`src/prog_port_pkg.sv`:
```
// Constants for the serial instruction execute programming port.
// Assumes a single 250 MHz core clock that oversamples the programmer pins.
package prog_port_pkg;

   // Core clock period and key, command and word sizes
   localparam int CLOCK_PERIOD_NS = 4;
   localparam int KEY_BITS = 32;
   localparam int CMD_BITS = 4;
   localparam int INSTR_BITS = 24;
   localparam int EXEC_CLOCKS = 4;
   localparam int STARTUP_CLOCKS = 9;
   localparam int COUNT_BITS = 6;

   // Counts of serial clocks per phase, at counter width
   localparam logic [5:0] KEY_COUNT = 6'h20;
   localparam logic [5:0] LOAD_COUNT = 6'h18;
   localparam logic [5:0] EXEC_COUNT = 6'h04;
   localparam logic [5:0] CMD_COUNT = 6'h04;
   localparam logic [5:0] STARTUP_COUNT = 6'h09;

   // Codes and values after reset
   localparam logic [31:0] ENTRY_KEY = 32'h4d434851;
   localparam logic [3:0] EXECUTE_CODE = 4'h0;
   localparam logic [23:0] NOP_WORD = 24'h000000;
   localparam logic [31:0] KEY_RESET = 32'h00000000;
   localparam logic [3:0] CMD_RESET = 4'h0;
   localparam logic [23:0] INSTR_RESET = 24'h000000;

   // Port sequencer states, Gray coded along the usual path
   typedef enum logic [2:0] {
      ST_KEY = 3'b000,
      ST_START = 3'b001,
      ST_LOAD = 3'b011,
      ST_EXEC = 3'b010,
      ST_CMD = 3'b110
   } port_state_t;

endpackage : prog_port_pkg

```
`src/pin_sync.sv`:
```
// Three-stage synchroniser with agreement filter and rising-edge pulse.
// Assumes inputs are asynchronous pins; outputs are on the core clock.
`timescale 1ns/1ps
module pin_sync #(
   parameter int WIDTH = 5
) (
   // Clock and reset
   input wire logic clock,
   input wire logic rst,
   // Raw pins
   input wire logic [WIDTH-1:0] pin,
   // Filtered level and rise pulse
   output logic [WIDTH-1:0] level,
   output logic [WIDTH-1:0] rise
);

   typedef struct packed {
      logic [WIDTH-1:0] ff1;
      logic [WIDTH-1:0] ff2;
      logic [WIDTH-1:0] ff3;
      logic [WIDTH-1:0] level;
      logic [WIDTH-1:0] rise;
   } sync_t;

   sync_t sync_r;
   sync_t sync_nxt;

   // Level follows only when second and third stages agree
   always_comb begin
      sync_nxt = sync_r;
      sync_nxt.ff1 = pin;
      sync_nxt.ff2 = sync_r.ff1;
      sync_nxt.ff3 = sync_r.ff2;
      for (int i = 0; i < WIDTH; i++) begin
         if (sync_r.ff2[i] == sync_r.ff3[i]) begin
            sync_nxt.level[i] = sync_r.ff3[i];
         end
      end
      sync_nxt.rise = sync_nxt.level & ~sync_r.level;
   end

   // State register
   always_ff @(posedge clock) begin
      if (rst) begin
         sync_r <= '0;
      end else begin
         sync_r <= sync_nxt;
      end
   end

   assign level = sync_r.level;
   assign rise = sync_r.rise;

endmodule : pin_sync

```
`src/prog_port.sv`:
```
// Device side of the two-wire serial instruction execute programming port.
// Assumes programmer pins are asynchronous; the CPU takes instr_word on
// instr_strobe and stays halted while cpu_suspend is high.
`timescale 1ns/1ps
// Operation
// - CPU held suspended during 24 instruction clocks
// - Instruction executes over the next four clocks
// - Next 4-bit command shifts in during execution
// - First code after reset forced execute, NOP
// - Start-up command spans nine serial clocks
// - After start-up, next 24 clocks load word
// - Serial clock is input only
// - Data pin driven only on own turn
// - Secondary pin pair works like primary pair
// - Commands and data shift LSB first
// - Only the 32-bit key enters program mode
module prog_port
   import prog_port_pkg::*;
(
   // Core clock and reset
   input wire logic clock,
   input wire logic rst,
   // Programming enable pin
   input wire logic master_clear_prog_enable,
   // Primary pin pair
   input wire logic primary_prog_clock,
   input wire logic primary_prog_data_in,
   output logic primary_prog_data_out,
   output logic primary_prog_data_oe,
   // Secondary pin pair
   input wire logic secondary_prog_clock,
   input wire logic secondary_prog_data_in,
   output logic secondary_prog_data_out,
   output logic secondary_prog_data_oe,
   // CPU side
   output logic prog_mode,
   output logic cpu_suspend,
   output logic exec_active,
   output logic forced_nop,
   output logic instr_strobe,
   output logic [23:0] instr_word
);

   typedef struct packed {
      port_state_t st;
      logic [COUNT_BITS-1:0] cnt;
      logic [KEY_BITS-1:0] key;
      logic [CMD_BITS-1:0] cmd;
      logic [INSTR_BITS-1:0] instr;
      logic pair_sel;
      logic pair_locked;
      logic prog_mode;
      logic suspend;
      logic exec;
      logic forced_nop;
      logic strobe;
      logic [INSTR_BITS-1:0] word;
   } port_t;

   port_t r;
   port_t nxt;
   logic [4:0] pin_level;
   logic [4:0] pin_rise;
   logic sel_rise;
   logic sel_data;
   logic master_clear_prog_enable_level;

   // Pins: 0 master_clear_prog_enable, 1 primary clock, 2 primary data, 3 secondary clock, 4 secondary data
   pin_sync #(
      .WIDTH(5)
   ) u_sync (
      .clock(clock),
      .rst(rst),
      .pin({secondary_prog_data_in, secondary_prog_clock, primary_prog_data_in,
            primary_prog_clock, master_clear_prog_enable}),
      .level(pin_level),
      .rise(pin_rise)
   );

   // Selected pair: whichever clock moved first after entering the key phase
   always_comb begin
      master_clear_prog_enable_level = pin_level[0];
      sel_rise = r.pair_sel ? pin_rise[3] : pin_rise[1];
      sel_data = r.pair_sel ? pin_level[4] : pin_level[2];
      if (!r.pair_locked) begin
         sel_rise = pin_rise[1] | pin_rise[3];
         sel_data = pin_rise[1] ? pin_level[2] : pin_level[4];
      end
   end

   // Sequencer: steps happen on a rising serial clock edge, except start-up entry and the drop to key phase, which follow the enable level
   always_comb begin
      nxt = r;
      nxt.strobe = 1'b0;
      if (!r.pair_locked && (pin_rise[1] | pin_rise[3])) begin
         nxt.pair_locked = 1'b1;
         nxt.pair_sel = ~pin_rise[1];
      end
      if (r.st != ST_KEY && !master_clear_prog_enable_level) begin
         // Programming enable dropped: back to key phase
         nxt.st = ST_KEY;
         nxt.cnt = '0;
         nxt.key = KEY_RESET;
         nxt.prog_mode = 1'b0;
         nxt.suspend = 1'b0;
         nxt.exec = 1'b0;
         nxt.forced_nop = 1'b0;
         nxt.pair_locked = 1'b0;
      end else begin
         unique case (r.st)
            ST_KEY: begin
               if (sel_rise) begin
                  nxt.key = {r.key[KEY_BITS-2:0], sel_data};
                  if (r.cnt != KEY_COUNT) begin
                     nxt.cnt = r.cnt + 6'h01;
                  end
               end
               if (nxt.cnt == KEY_COUNT && nxt.key == ENTRY_KEY) begin
                  nxt.prog_mode = 1'b1;
               end
               if (r.prog_mode && master_clear_prog_enable_level) begin
                  // Forced execute with a NOP word
                  nxt.st = ST_START;
                  nxt.cnt = '0;
                  nxt.forced_nop = 1'b1;
                  nxt.word = NOP_WORD;
               end
            end
            ST_START: begin
               if (sel_rise) begin
                  nxt.cnt = r.cnt + 6'h01;
                  if (r.cnt == STARTUP_COUNT - 6'h01) begin
                     nxt.st = ST_LOAD;
                     nxt.cnt = '0;
                     nxt.forced_nop = 1'b0;
                     nxt.suspend = 1'b1;
                  end
               end
            end
            ST_LOAD: begin
               if (sel_rise) begin
                  nxt.instr = {sel_data, r.instr[INSTR_BITS-1:1]};
                  nxt.cnt = r.cnt + 6'h01;
                  if (r.cnt == LOAD_COUNT - 6'h01) begin
                     nxt.st = ST_EXEC;
                     nxt.cnt = '0;
                     nxt.suspend = 1'b0;
                     nxt.exec = 1'b1;
                     nxt.word = nxt.instr;
                     nxt.strobe = 1'b1;
                  end
               end
            end
            ST_EXEC, ST_CMD: begin
               if (sel_rise) begin
                  nxt.cmd = {sel_data, r.cmd[CMD_BITS-1:1]};
                  nxt.cnt = r.cnt + 6'h01;
                  if (r.cnt == EXEC_COUNT - 6'h01) begin
                     nxt.cnt = '0;
                     nxt.exec = 1'b0;
                     if (nxt.cmd == EXECUTE_CODE) begin
                        nxt.st = ST_LOAD;
                        nxt.suspend = 1'b1;
                     end else begin
                        nxt.st = ST_CMD;
                     end
                  end
               end
            end
            default: begin
               nxt.st = ST_KEY;
               nxt.cnt = '0;
            end
         endcase
      end
   end

   // State register
   always_ff @(posedge clock) begin
      if (rst) begin
         r.st <= ST_KEY;
         r.cnt <= '0;
         r.key <= KEY_RESET;
         r.cmd <= CMD_RESET;
         r.instr <= INSTR_RESET;
         r.pair_sel <= 1'b0;
         r.pair_locked <= 1'b0;
         r.prog_mode <= 1'b0;
         r.suspend <= 1'b0;
         r.exec <= 1'b0;
         r.forced_nop <= 1'b0;
         r.strobe <= 1'b0;
         r.word <= NOP_WORD;
      end else begin
         r <= nxt;
      end
   end

   // Outputs; the port only receives, so data pins are never driven
   assign primary_prog_data_out = 1'b0;
   assign primary_prog_data_oe = 1'b0;
   assign secondary_prog_data_out = 1'b0;
   assign secondary_prog_data_oe = 1'b0;
   assign prog_mode = r.prog_mode;
   assign cpu_suspend = r.suspend;
   assign exec_active = r.exec;
   assign forced_nop = r.forced_nop;
   assign instr_strobe = r.strobe;
   assign instr_word = r.word;

   // Checks
   a_load_suspends: assert property (@(posedge clock) disable iff (rst)
      r.st == ST_LOAD |-> r.suspend)
      else $error("CPU not suspended while loading");
   a_load_count: assert property (@(posedge clock) disable iff (rst)
      r.st == ST_LOAD |-> r.cnt < LOAD_COUNT)
      else $error("Load phase exceeded 24 clocks");
   a_strobe_exec: assert property (@(posedge clock) disable iff (rst)
      $rose(r.exec) |-> r.strobe && !r.suspend && r.cnt == 6'h00)
      else $error("Execution started without hand-over");
   a_exec_window: assert property (@(posedge clock) disable iff (rst)
      r.st == ST_EXEC |-> r.exec && r.cnt < EXEC_COUNT)
      else $error("Execute window wrong length");
   a_start_nop: assert property (@(posedge clock) disable iff (rst)
      r.st == ST_START |-> r.forced_nop && r.word == NOP_WORD)
      else $error("Start-up without forced NOP");
   a_start_length: assert property (@(posedge clock) disable iff (rst)
      $fell(r.forced_nop) && master_clear_prog_enable_level |-> r.st == ST_LOAD && $past(r.cnt) == 6'h08)
      else $error("Start-up did not last nine clocks");
   a_key_gate: assert property (@(posedge clock) disable iff (rst)
      $rose(r.prog_mode) |-> r.key == ENTRY_KEY && r.cnt == KEY_COUNT)
      else $error("Program mode without valid key");
   a_strobe_pulse: assert property (@(posedge clock) disable iff (rst)
      r.strobe |=> !r.strobe)
      else $error("Hand-over strobe longer than one cycle");
   a_pins_quiet: assert property (@(posedge clock) disable iff (rst)
      !primary_prog_data_oe && !secondary_prog_data_oe)
      else $error("Data pin driven out of turn");

endmodule : prog_port

```
`config.mk`:
```
export PLATFORM = sky130hd
export DESIGN_NAME = prog_port
export DESIGN_NICKNAME = d
export VERILOG_FILES = /design/src/prog_port_pkg.sv /design/src/pin_sync.sv /design/src/prog_port.sv
export SDC_FILE = /design/constraint.sdc
export NUM_CORES = 1
export LEC_CHECK = 0
export CAP_MARGIN = 20
export CELL_PAD_IN_SITES_DETAIL_PLACEMENT = 0
export CELL_PAD_IN_SITES_GLOBAL_PLACEMENT = 1
export CORE_ASPECT_RATIO = 1.2
export CORE_MARGIN = 4
export CORE_UTILIZATION = 43
export DETAILED_ROUTE_END_ITERATION = 16
export DONT_BUFFER_PORTS = 1
export PLACE_DENSITY = 0.71
export RECOVER_POWER = 25
export SYNTH_ARGS = -nofsm -noshare
export SYNTH_HDL_FRONTEND = slang
export SYNTH_SLANG_ARGS = --single-unit
```
`constraint.sdc`:
```
create_clock -name clock -period 1.95 [get_ports clock]
set_input_delay 0.39 -clock clock [delete_from_list [all_inputs] [get_ports clock]]
set_output_delay 0.39 -clock clock [all_outputs]
set_load 0.005 [all_outputs]
```
# == After elaboration in Yosys (flattened, before gate mapping) ==
# Cells that the tools add are included.
# Widths: inputs -> output; s select.
# totals
reg_bits,124
in_bits,7
output_inout_bits,33
# classes
n_addsub,1
eq_ne,23
muxes,40
n_bitwise,7
n_reduce_logical,25
# op_table
op,n
$mux 38,3
$mux 9,7
$mux 24,2
$pmux 24 s2,1
$pmux 9 s4,1
$eq 32x31->1 const B,1
$mux 25,1
$mux 1,16
$ne 2x2->1 const B,8
$reduce_and 5->1,2
$reduce_and 3->1,3
$mux 2,4
$reduce_and 8->1,1
$reduce_and 7->1,1
$add 6x1->6 const B,1
$eq 3x2->1 const B,2
$eq 6x2->1 const B,1
$eq 6x4->1 const B,1
$eq 6x5->1 const B,1
$eq 6x6->1 const B,1
$mux 6,1
$ne 6x6->1 const B,1
$reduce_bool 2->1,3
$reduce_bool 3->1,2
other kinds (18),31

# == Longest topological paths before layout ==
# Gate-level depths: netlist of the first run.
# depth
ltp_word,8
depth_mapped,9

# == Hierarchy ==
# Synthesis of the first run repeated with hierarchy kept, for this count alone.
# unflattened
cells_unflattened,642
hier_area_um2,5257.5
# by_module_without_submodules
module,instances,cells_each,area_per_inst_um2,seq_area_each_um2
prog_port,1,570,4441.8,1961.9
pin_sync,1,72,815.8,500.5

# == Least setup slack after synthesis of the first run ==
# Ideal clock, no wire load.
# synth_path
path_kind,register -> register
start,register r[92] (netlist bit)
end,register r[94] (netlist bit)
arrival_ns,1.959
t_required_ns,1.833
setup_slack_ns,-0.126
stages_incl_launch_ff,8
path_cell_list,dfxtp_1 ha_1 clkbuf_1 nand4_1 a221o_1 o211a_1 a22o_1 a22o_1
# synth_between
elab_chain_len,7
elab_cells_between_ends,17
classes_between,add/sub: 1; eq/ne: 4; mux: 12
# synth_rtl
item,line,text
from (decl),prog_port.sv:60,port_t r;
from (signal assigned),prog_port.sv:195,r <= nxt;
$add 6x1->6 or $ne 6x6->1 (tied branches),n/a,
$mux 6,prog_port.sv:114,if (r.cnt != KEY_COUNT) begin
$mux 38,prog_port.sv:112,if (sel_rise) begin
$mux 38,prog_port.sv:110,unique case (r.st)
$mux 38,prog_port.sv:99,if (r.st != ST_KEY && !master_clear_prog_enable_level) begin
$mux 9,prog_port.sv:121,if (r.prog_mode && master_clear_prog_enable_level) begin
$pmux 9 s4 *,prog_port.sv:110,
# Every way passes the cells marked *; elsewhere a longest branch is shown, timed or not. The select of a mux whose other input is x is not followed.
# A chain may end at the register's enable or synchronous reset.

# == Worst setup path after layout of the first run ==
# layout_path
start,register r[91] (netlist bit)
end,"register r, in the netlist instr_word[13]"
# layout_between
elab_chain_len,3
# layout_rtl
item,line,text
$eq 6x5->1,prog_port.sv:144,if (r.cnt == LOAD_COUNT - 6'h01) begin
$ne 2x2->1 (no source line),n/a,
$reduce_and 5->1 (no source line),n/a,
# Every way passes these cells.

==> summary.md, run 1 <==
| Metric | Value |
|---|---|
| Status | `complete, but fails checks` |
| Failing checks | `setup timing` |
| Pin count of the biggest net entering global routing | `77` |
| DRT iter0 DRCs | `230` |
| PortBufs | `0` |
| Post-Synth Simple-Gate Area | `27.01%` |
| Netlist cell types | `55` |
| Core ar. | `11670 sq um` |
| Global-route wire length before repair | `20.08 mm` |
| Routed len/inst | `15.53 um` |
| R2R setup slack | `-0.01 ns` |
| Pre-CTS setup slack | `-0.02802 ns` |
| Hold Vio Cnt, Final | `0` |
| Grt total ovfl | `0` |
| Clock skew | `0.005623 ns` |
| Achievable frequency | `0.5090 GHz` |
| Vias per std cell | `5.251` |
| Core Util, Final | `53.71%` |
| GP Congestion | `0.9026` |
| Ys flop type | `dfxtp_1` |
| Unrepaired setup endpoints after global routing | `yes` |
| Htree depth | `4` |
| Sequential share of power | `40.1%` |
| Post-synth EDFFs | `0` |
| YS warnings | `0` |
| Syn_area_per_cell | `8.349 sq um` |
| P per Cell Area | `992.4 nW/um^2` |
| Compound-Gate Fraction of Synth Area | `16.15%` |
| Kind of critical path | `register to register` |
| Clock sinks | `120` |
| Die area | `13820 sq um` |
| Startpoint types | `register` |
| CTS tree | `built` |
| Logic pwr share | `5.1%` |
| Total CTS buffers | `17` |
| Cell count after synthesis | `618` |
| Crit-path leading delay family | `simple AND/OR/NAND/NOR gates` |
| Path category of the worst min-delay check | `input port to register` |
| Worst path bufs/invs | `2` |
| Critical path fanouts, max | `12` |
| Die height | `128 um` |
| Initial core utilization | `44.20%` |
| Xor-xnor portion of the synthesized cell area | `0.1697%` |
| Layout area overhead | `21.53%` |
| DP Area | `5430 sq um` |
| Initial antenna violation count | `0` |
| Worst-path clk slew | `0.05 ns` |
| Die width | `108 um` |
| Fin crit share | `100.7%` |
| Sw frac | `21.01%` |
| ANT nets after route | `0` |
| Multi-input gate area | `2451 sq um` |
| Adder-Cell Fraction of Synth Area | `0.4850%` |
| Mux contribution to synthesized area | `1.164%` |
| Total inserted antenna cells | `0` |
| Main combinational cell family by area after synthesis | `simple AND/OR/NAND/NOR gates` |
| VDD IR max | `0.9177 mV` |
| Clk pwr share | `54.8%` |
| Synth area leaders | `dfxtp_1 (47%), nand2_1 (9.2%), a21oi_1 (8.1%), buf_4 (4.2%), nand2b_1 (3.3%)` |
| Fin Hold WS | `0.06473 ns` |
| Filler cell count | `1100` |
| Storage cell area | `2415 sq um` |
| Slew headroom | `66.71%` |
| Max Slew Vio Count | `0` |
| Async SR Flop Fraction | `0%` |
| Total Power | `6.224 mW` |
| Routed WL | `12.42 mm` |
| CP required | `2.26 ns` |
| Slowest stage cell on the critical path | `dfxtp_4` |
| Switching pwr | `1.308 mW` |
| CTS root buf | `clkbuf_16` |
| Internal Power | `4.916 mW` |
| Largest area contributor in the synthesized netlist | `dfxtp_1` |
| Static leakage | `2.134 nW` |
| Placed Instances | `764` |
| Critical Path End Type | `register` |
| Clock latency on the worst-skew pair | `0.41 ns` |
| Share of cells above drive strength 1 | `22.71%` |
| GRT Util Overall | `18.26%` |
| Endpoints failing setup | `9` |
| Worst slew pin tran | `0.4924 ns` |
| Std cell rows | `43` |
| Clock Tree Buf Depth | `2` |
| Seq cells post-synth | `120` |
| Post-route insts no fill | `800` |
| Seq/Total Area, Yosys | `46.56%` |
| Detailed-route DRC error count | `0` |
| Critical Path AT | `2.27 ns` |
| Final Instance Area | `6271 sq um` |
| Setup TNS | `-0.06702 ns` |
| Io pins | `40` |
| Max_cap viols | `0` |
| Setup ws final | `-0.01445 ns` |
| Hold Buf Count CTS | `0` |
| Nets | `639` |
| Fin crit period | `1.964 ns` |
| Yosys top cell area share | `46.56%` |
| Number of global-route vias before repair | `4087` |
| Critical path cell sequence | `ha_4, nand4_1, o31a_1, nor3b_4, buf_12, buf_6, nand2b_1, a21oi_2` |
| DPL Wire Length | `8.002 mm` |
| Crit-path max cell delay | `0.39 ns` |
| 1st-pass router iterations | `4` |
| Post-Synthesis Cell Area | `5160 sq um` |
| Vias | `4201` |
-- kinds of logic after synthesis --
kind of cell	Yosys count
multiplexers	6
other	1
adder cells (fa/ha/maj)	2
buffers and inverters	77
AND/OR/NAND/NOR	273
flip-flops	120
XOR/XNOR	1
AO/OA/AOI/OAI	138
-- per-layer routing --
| metal | up-vias | global-route usage (%) | share of wire [%] |
|---|---|---|---|
| met4 | 0 | 6.686 | 1.3 |
| met5 | - | 0 | 0 |
| met1 | 2000 | 23.54 | 44 |
| met2 | 75 | 28.40 | 49 |
| li1 | 2114 | - | - |
| met3 | 12 | 6.146 | 5.3 |
-- layout make-up --
| type | instances | area share, % |
|---|---|---|
| multi-input combinational | 424 | 39.09 |
| inverter | 7 | 0.4589 |
| clock buffer | 20 | 7.123 |
| clock inverter | 12 | 3.152 |
| tap | 157 | 3.132 |
| sequential | 120 | 38.51 |
| timing repair buffer | 60 | 8.540 |
-- Yosys cell counts, types with 3 or more instances --
cell type / number
a31oi_1: 3
buf_2: 7
a211oi_1: 6
o21ai_0: 10
and3_1: 3
nor4bb_1: 3
a21oi_1: 84
clkbuf_1: 31
nor2_1: 28
and2_1: 4
buf_4: 29
inv_1: 7
nand4_1: 4
a21oi_2: 11
nor4_1: 5
nand2b_1: 27
o2111ai_1: 3
nand2_1: 126
nor2b_1: 17
mux2i_1: 6
dfxtp_1: 120
nor3_1: 9
o211ai_1: 3
nand3_2: 10
nor4b_1: 7
nand3_1: 18
a22oi_1: 3
-- what timing repair did --
action | CTS | global route
gates cloned | 0 | 3
endpoints found under the setup margin | 8 | 71
buffers inserted | 0 | 1
pin swaps | 0 | 10
resized for setup | 4 | 29
-- path summary, 6_finish.rpt --
kind | start | end | depth (start not counted)
hold reg to reg | u_sync.level[3] | u_sync.rise[3] | 1
setup reg to reg | r[91] | instr_word[13] | 8
hold / removal | rst | register | 1
setup / recovery | r[91] | instr_word[13] | 8
-- power by group through the flow --
stage                     Combinational, mW  Clock, mW  Sequential, mW
after global routing                  0.344       3.59            2.50
after floorplan                       0.190          0            2.54
after global placement                0.291          0            2.54
after CTS                             0.289       3.48            2.49
after detailed placement              0.287          0            2.54
final                                 0.316       3.41            2.50
-- state kept, by name, indices dropped and copies added (netlist names), named ones only --
signal,count
u_sync.sync_r,5
exec_active,1
prog_mode,1
cpu_suspend,1
instr_strobe,1
instr_word,24
forced_nop,1
u_sync.level,3
u_sync.rise,2
r,69
u_sync.sync_nxt,10
-- cells in the final DEF (no fill, tap or decap), types with 10 or more instances in the layout --
cell	n
nand3_2	12
nor2_1	25
buf_4	52
nand2b_1	24
a21oi_2	14
nor2b_1	17
a21oi_1	81
nand3_1	16
dfxtp_1	112
clkbuf_16	19
o21ai_0	10
nand2_1	126
Power figures use the tool's default switching activity.
==> run 2: changes to the inputs <==
- ABC_CLOCK_PERIOD_IN_PS: not set -> 1950
- SKIP_CTS_REPAIR_TIMING: not set -> 1
==> summary.md, run 2 (synthesis results as in run 1) <==
| Metric | Value |
|---|---|
| Status | `complete, but fails checks` |
| Failing checks | `setup timing` |
| Most frequent cells in the layout | `nand2_1 (126), dfxtp_1 (113), a21oi_1 (79)` |
| ANT nets after route | `0 (unchanged)` |
| Die width | `108 um (unchanged)` |
| Clock Tree Buf Depth | `2 (unchanged)` |
| Slowest stage cell on the critical path | `dfxtp_2` |
| Core Util, Final | `54.64% (+0.92 points)` |
| Hold Crit Depth | `1 (unchanged)` |
| Initial core utilization | `44.20% (unchanged)` |
| Worst slew pin tran | `0.4957 ns (+0.003243 ns)` |
| Die height | `128 um (unchanged)` |
| Htree depth | `4 (unchanged)` |
| Worst path bufs/invs | `3 (+1)` |
| GRT Util Overall | `18.20% (-0.053 points)` |
| R2R depth | `9 (+1)` |
| Share of cells above drive strength 1 | `23.84% (+1.1 points)` |
| Initial antenna violation count | `0 (unchanged)` |
| CTS root buf | `clkbuf_16` |
| CP Depth | `9 (+1)` |
| Max Slew Vio Count | `0 (unchanged)` |
| P per Cell Area | `974.8 nW/um^2 (-1.8%)` |
| Clock sinks | `120 (unchanged)` |
| Pin count of the biggest net entering global routing | `77 (unchanged)` |
| Number of global-route vias before repair | `4066 (-0.51%)` |
| Std cell rows | `43 (unchanged)` |
| Vias | `4214 (+0.31%)` |
| Detailed-route DRC error count | `0 (unchanged)` |
| Unrepaired setup endpoints after global routing | `yes` |
| Die area | `13820 sq um (unchanged)` |
| Io pins | `40 (unchanged)` |
| Endpoints failing setup | `19 (+10)` |
| Vias per std cell | `5.248 (about the same)` |
| Global-route wire length before repair | `20.01 mm (-0.34%)` |
| Worst-path clk slew | `0.06 ns (about the same)` |
| CP required | `2.29 ns (+0.03 ns)` |
| GP Congestion | `0.9026 (unchanged)` |
| DPL Wire Length | `8.002 mm (unchanged)` |
| Clock latency on the worst-skew pair | `0.41 ns (about the same)` |
| Fin crit period | `1.976 ns (+0.01128 ns)` |
| Max_cap viols | `0 (unchanged)` |
| Placed Instances | `764 (unchanged)` |
| Commonest non-fill, non-tap cell in the layout | `nand2_1` |
| Post-route insts no fill | `803 (+0.38%)` |
| DRT iter0 DRCs | `263 (+14%)` |
| Startpoint types | `register` |
| Path category of the worst min-delay check | `input port to register` |
| Final Instance Area | `6379 sq um (+1.7%)` |
| Setup TNS | `-0.2143 ns (-0.1472 ns)` |
| Clock skew | `0.004614 ns (-0.001008 ns)` |
| 1st-pass router iterations | `4 (unchanged)` |
| PortBufs | `0 (unchanged)` |
| Critical path cell sequence | `mux2i_2, buf_4, a21o_1, o31a_1, nor3b_4, buf_12, clkbuf_16, nand3_1, a21oi_1` |
| DP Area | `5430 sq um (unchanged)` |
| CTS tree | `built` |
| Achievable frequency | `0.5061 GHz (-0.57%)` |
| Total CTS buffers | `17 (unchanged)` |
| Max reg flops | `69 (unchanged)` |
| Core ar. | `11670 sq um (unchanged)` |
| Static leakage | `2.165 nW (+1.4%)` |
| Total Power | `6.218 mW (about the same)` |
| Crit-path max cell delay | `0.34 ns (-0.05 ns)` |
| Critical path fanouts, max | `7 (-5)` |
| Layout area overhead | `23.62%` |
| Hold Vio Cnt, Final | `0 (unchanged)` |
| Routed len/inst | `15.72 um (+1.2%)` |
| Kind of critical path | `register to register` |
| Fin crit share | `101.3% (+0.58 points)` |
| Crit-path leading delay family | `compound AO/OA/AOI/OAI gates` |
| Setup ws final | `-0.02572 ns (-0.01128 ns)` |
| VDD IR max | `0.9170 mV (about the same)` |
| Routed WL | `12.62 mm (+1.6%)` |
| Slew headroom | `66.49% (-0.22 points)` |
| Total inserted antenna cells | `0 (unchanged)` |
| Reg with most FFs | `r` |
| Critical Path End Type | `register` |
| Nets | `642 (+0.47%)` |
| Critical Path AT | `2.31 ns (+0.04 ns)` |
| Grt total ovfl | `0 (unchanged)` |
run 2: cell count changes in the layout (fill, tap and decap cells not counted), sizes merged:
| cell | delta |
|---|---|
| clkbuf | +1 |
| buf | +2 |
run 2: area by class of cell:
cell class,instances,area [sq um]
fill,1082,5296
multi-input combinational,424,2504
sequential,120,2414
timing repair buffer,63,591.8
clock buffer,20,446.7
clock inverter,12,197.7
tap,157,196.4
inverter,7,28.78
run 2: routing by layer:
layer	GRT usage, %	share of wire, %	up-vias
met5	0	0	-
li1	-	-	2120
met1	23.51	45	1998
met4	6.686	1.5	0
met2	28.26	48	81
met3	6.146	5.4	15
run 2: worst paths after layout:
| path | startpoint | end | slack (ns) |
|---|---|---|---|
| worst max register to register | r[30] | instr_word[0] | -0.03 |
| worst min register to register | u_sync.level[3] | u_sync.rise[3] | 0.41 |
| worst min-delay path | rst | instr_word[5] | 0.05 |
| worst max-delay path | r[30] | instr_word[0] | -0.03 |
run 2: power by group:
part	switching [mW]	internal (mW)
combinational	0.171	0.139
clock	1.12	2.30
sequential	0.0191	2.48
run 2: worst reg2reg max path: stages, from the launching register on:
cell	delay, ns
dfxtp_2	0.34
mux2i_2	0.15
buf_4	0.14
a21o_1	0.16
o31a_1	0.34
nor3b_4	0.24
buf_12	0.17
clkbuf_16	0.16
nand3_1	0.08
a21oi_1	0.13
run 2: through the flow:
stage	worst slack [ns]	hold WS, ns
2_1_floorplan	0.04811	0.3902
5_1_grt	-0.08350	0.02903
4_1_cts	-0.05138	0.03719
6_report	-0.02572	0.04561
3_5_place_dp	-0.02802	0.4096
3_3_place_gp	-0.01095	0.4094
==> run 3: changes to the inputs <==
--- a/config.mk
+++ b/config.mk
@@ -11,5 +11,4 @@
 export CELL_PAD_IN_SITES_GLOBAL_PLACEMENT = 1
 export CORE_ASPECT_RATIO = 1.2
-export CORE_MARGIN = 4
 export CORE_UTILIZATION = 43
 export DETAILED_ROUTE_END_ITERATION = 16
@@ -20,3 +19,4 @@
 export SYNTH_ARGS = -nofsm -noshare
 export SYNTH_HDL_FRONTEND = slang
+export SYNTH_HIERARCHICAL = 1
 export SYNTH_SLANG_ARGS = --single-unit
==> constraint.sdc (replaced) <==
create_clock -name clock -period 1.95 [get_ports clock]
set_input_delay 0.39 -clock clock [delete_from_list [all_inputs] [get_ports clock]]
set_output_delay 0.39 -clock clock [all_outputs]
set_load 0.1 [all_outputs]
==> summary.md, run 3 <==
| Metric | Value |
|---|---|
| Initial core utilization | `44.18% (about the same)` |
| Die height | `121.7 um (-4.9%)` |
| CP required | `2.29 ns (about the same)` |
| Grt peak-use layer | `met2` |
| Endpoints failing setup | `0 (-19)` |
| Vias per std cell | `5.235 (-0.24%)` |
| Pin count of the biggest net entering global routing | `74 (-3.9%)` |
| Clock skew | `0.007827 ns (+0.003212 ns)` |
| R2R depth | `9 (unchanged)` |
| YS warnings | `6 (+6)` |
| Max reg flops | `69 (unchanged)` |
| Grt total ovfl | `0 (unchanged)` |
| Hold Vio Cnt, Final | `0 (unchanged)` |
| Cell count after synthesis | `631 (+2.1%)` |
| Max Slew Vio Count | `0 (unchanged)` |
| Clock Tree Buf Depth | `2 (unchanged)` |
| CTS root buf | `clkbuf_16` |
| Std cell rows | `43 (unchanged)` |
| Static leakage | `2.206 nW (+1.9%)` |
| Met2 usage | `33.11% (+4.9 points)` |
| Detailed-route DRC error count | `0 (unchanged)` |
| Hold Crit Start | `rst` |
| Setup ws final | `0.09464 ns (+0.1204 ns)` |
| WHS Endpoint | `u_sync/sync_nxt[16]` |
| Initial antenna violation count | `0 (unchanged)` |
| PortBufs | `0 (unchanged)` |
| Htree depth | `4 (unchanged)` |
| Slew headroom | `61.52% (-5.0 points)` |
| Clock sinks | `120 (unchanged)` |
| R2R setup slack | `0.09 ns (+0.12 ns)` |
| Core Util, Final | `53.10% (-1.5 points)` |
| Status | `finished, final reports clean` |
| Critical path cell sequence | `ha_4, and2_4, nand4_1, o32ai_1, and3b_2, buf_12, clkbuf_16, nand3_1, a21oi_1` |
| Critical Path End Type | `register` |
| Critical register-to-register path startpoint | `r[92]` |
| GP Congestion | `0.8544 (-5.3%)` |
| 1st-pass router iterations | `4 (unchanged)` |
| Kind of critical path | `register to register` |
| Fin crit period | `1.855 ns (-0.1204 ns)` |
| Fin Hold WS | `0.05662 ns (+0.01101 ns)` |
| DPL Wire Length | `7.822 mm (-2.3%)` |
| Core ar. | `11620 sq um (-0.46%)` |
| Worst path bufs/invs | `2 (-1)` |
| Met1 Use GR | `24.05% (+0.54 points)` |
| DP Area | `5448 sq um (+0.32%)` |
| Crit-path max cell delay | `0.35 ns (about the same)` |
| Post-Synthesis Cell Area | `5134 sq um (-0.51%)` |
| Vias | `4314 (+2.4%)` |
| Worst-path clk slew | `0.05 ns (about the same)` |
| Die area | `12380 sq um (-10%)` |
| Most frequent cells in the layout | `nand2_1 (134), dfxtp_1 (116), a21oi_1 (95)` |
| Pre-CTS setup slack | `0.09505 ns (+0.1231 ns)` |
| Global-route wire length before repair | `19.34 mm (-3.3%)` |
| Syn_area_per_cell | `8.136 sq um (-2.6%)` |
| Share of cells above drive strength 1 | `17.84% (-6.0 points)` |
| Total CTS buffers | `17 (unchanged)` |
| VDD IR max | `0.5132 mV (-44%)` |
| Hold Crit Depth | `1 (unchanged)` |
| Layout area overhead | `20.20%` |
| M3 GR Usage | `5.278% (-0.87 points)` |
| ANT nets after route | `0 (unchanged)` |
| Crit-path leading delay family | `simple AND/OR/NAND/NOR gates` |
| Routed WL | `12.43 mm (-1.6%)` |
| DRT iter0 DRCs | `181 (-31%)` |
| Routed len/inst | `15.08 um (-4.1%)` |
| Final Instance Area | `6171 sq um (-3.3%)` |
| Max_cap viols | `0 (unchanged)` |
| Startpoint types | `register` |
| Nets | `666 (+3.7%)` |
| P per Cell Area | `914.3 nW/um^2 (-6.2%)` |
| Number of global-route vias before repair | `4047 (-0.47%)` |
| Critical Path AT | `2.19 ns (-0.12 ns)` |
| Critical path fanouts, max | `7 (unchanged)` |
| Slowest stage cell on the critical path | `dfxtp_2` |
| Total inserted antenna cells | `0 (unchanged)` |
| Die width | `101.7 um (-5.8%)` |
| Clock latency on the worst-skew pair | `0.40 ns (about the same)` |
| Filler cell count | `1153 (+6.6%)` |
| Worst slew pin tran | `0.5772 ns (+0.08150 ns)` |
| GRT Util Overall | `20.11% (+1.9 points)` |
| Achievable frequency | `0.5390 GHz (+6.5%)` |
| Commonest non-fill, non-tap cell in the layout | `nand2_1` |
| RR Endpoint | `instr_word[0]` |
| Io pins | `40 (unchanged)` |
| CTS tree | `built` |
| Path category of the worst min-delay check | `input port to register` |
| Fin crit share | `95.15% (-6.2 points)` |
| Reg with most FFs | `r` |
[run 3: layout make-up]
| type | count | area, sq um | area share (%) |
|---|---|---|---|
| clock inverters | 9 | 126.4 | 2.048 |
| multi-input cells | 437 | 2316 | 37.53 |
| flip-flops and latches | 120 | 2407 | 39.01 |
| repair buffers | 74 | 641.9 | 10.40 |
| inverters | 7 | 26.28 | 0.4258 |
| clock buffers | 20 | 456.7 | 7.401 |
| well taps | 157 | 196.4 | 3.183 |
[run 3: worst max path at each step]
stage,startpoint,end,slack [ns],cells past startpoint
finish,r[92],instr_word[0],0.09,9
CTS,r[30],prog_mode,0.05,7
floorplan,prog_mode,instr_word[2],0.001,7
detailed placement,r[30],prog_mode,0.1,7
global route,r[92],instr_word[16],-0.01,9
global placement,r[97],r[91],0.09,6
[run 3: per-layer routing]
layer	vias up	part of all wire [%]
li1	2182	-
met1	2035	43
met2	80	51
met3	17	3.7
met4	0	2.1
met5	-	0
[run 3: where the power goes]
group	total, mW	internal [mW]	switching [mW]
Combinational	0.0812	0.0185	0.0627
Clock	3.09	2.04	1.04
Sequential	2.47	2.47	0.00527
Total	5.64	4.53	1.11
[run 3: stage by stage]
step	TNS, ns	power (mW)	instances
3_3_place_gp	0	2.606	787
5_1_grt	-0.04280	5.840	824
3_5_place_dp	0	2.607	787
2_1_floorplan	0	2.619	634
4_1_cts	0	5.712	816
6_report	0	5.642	824
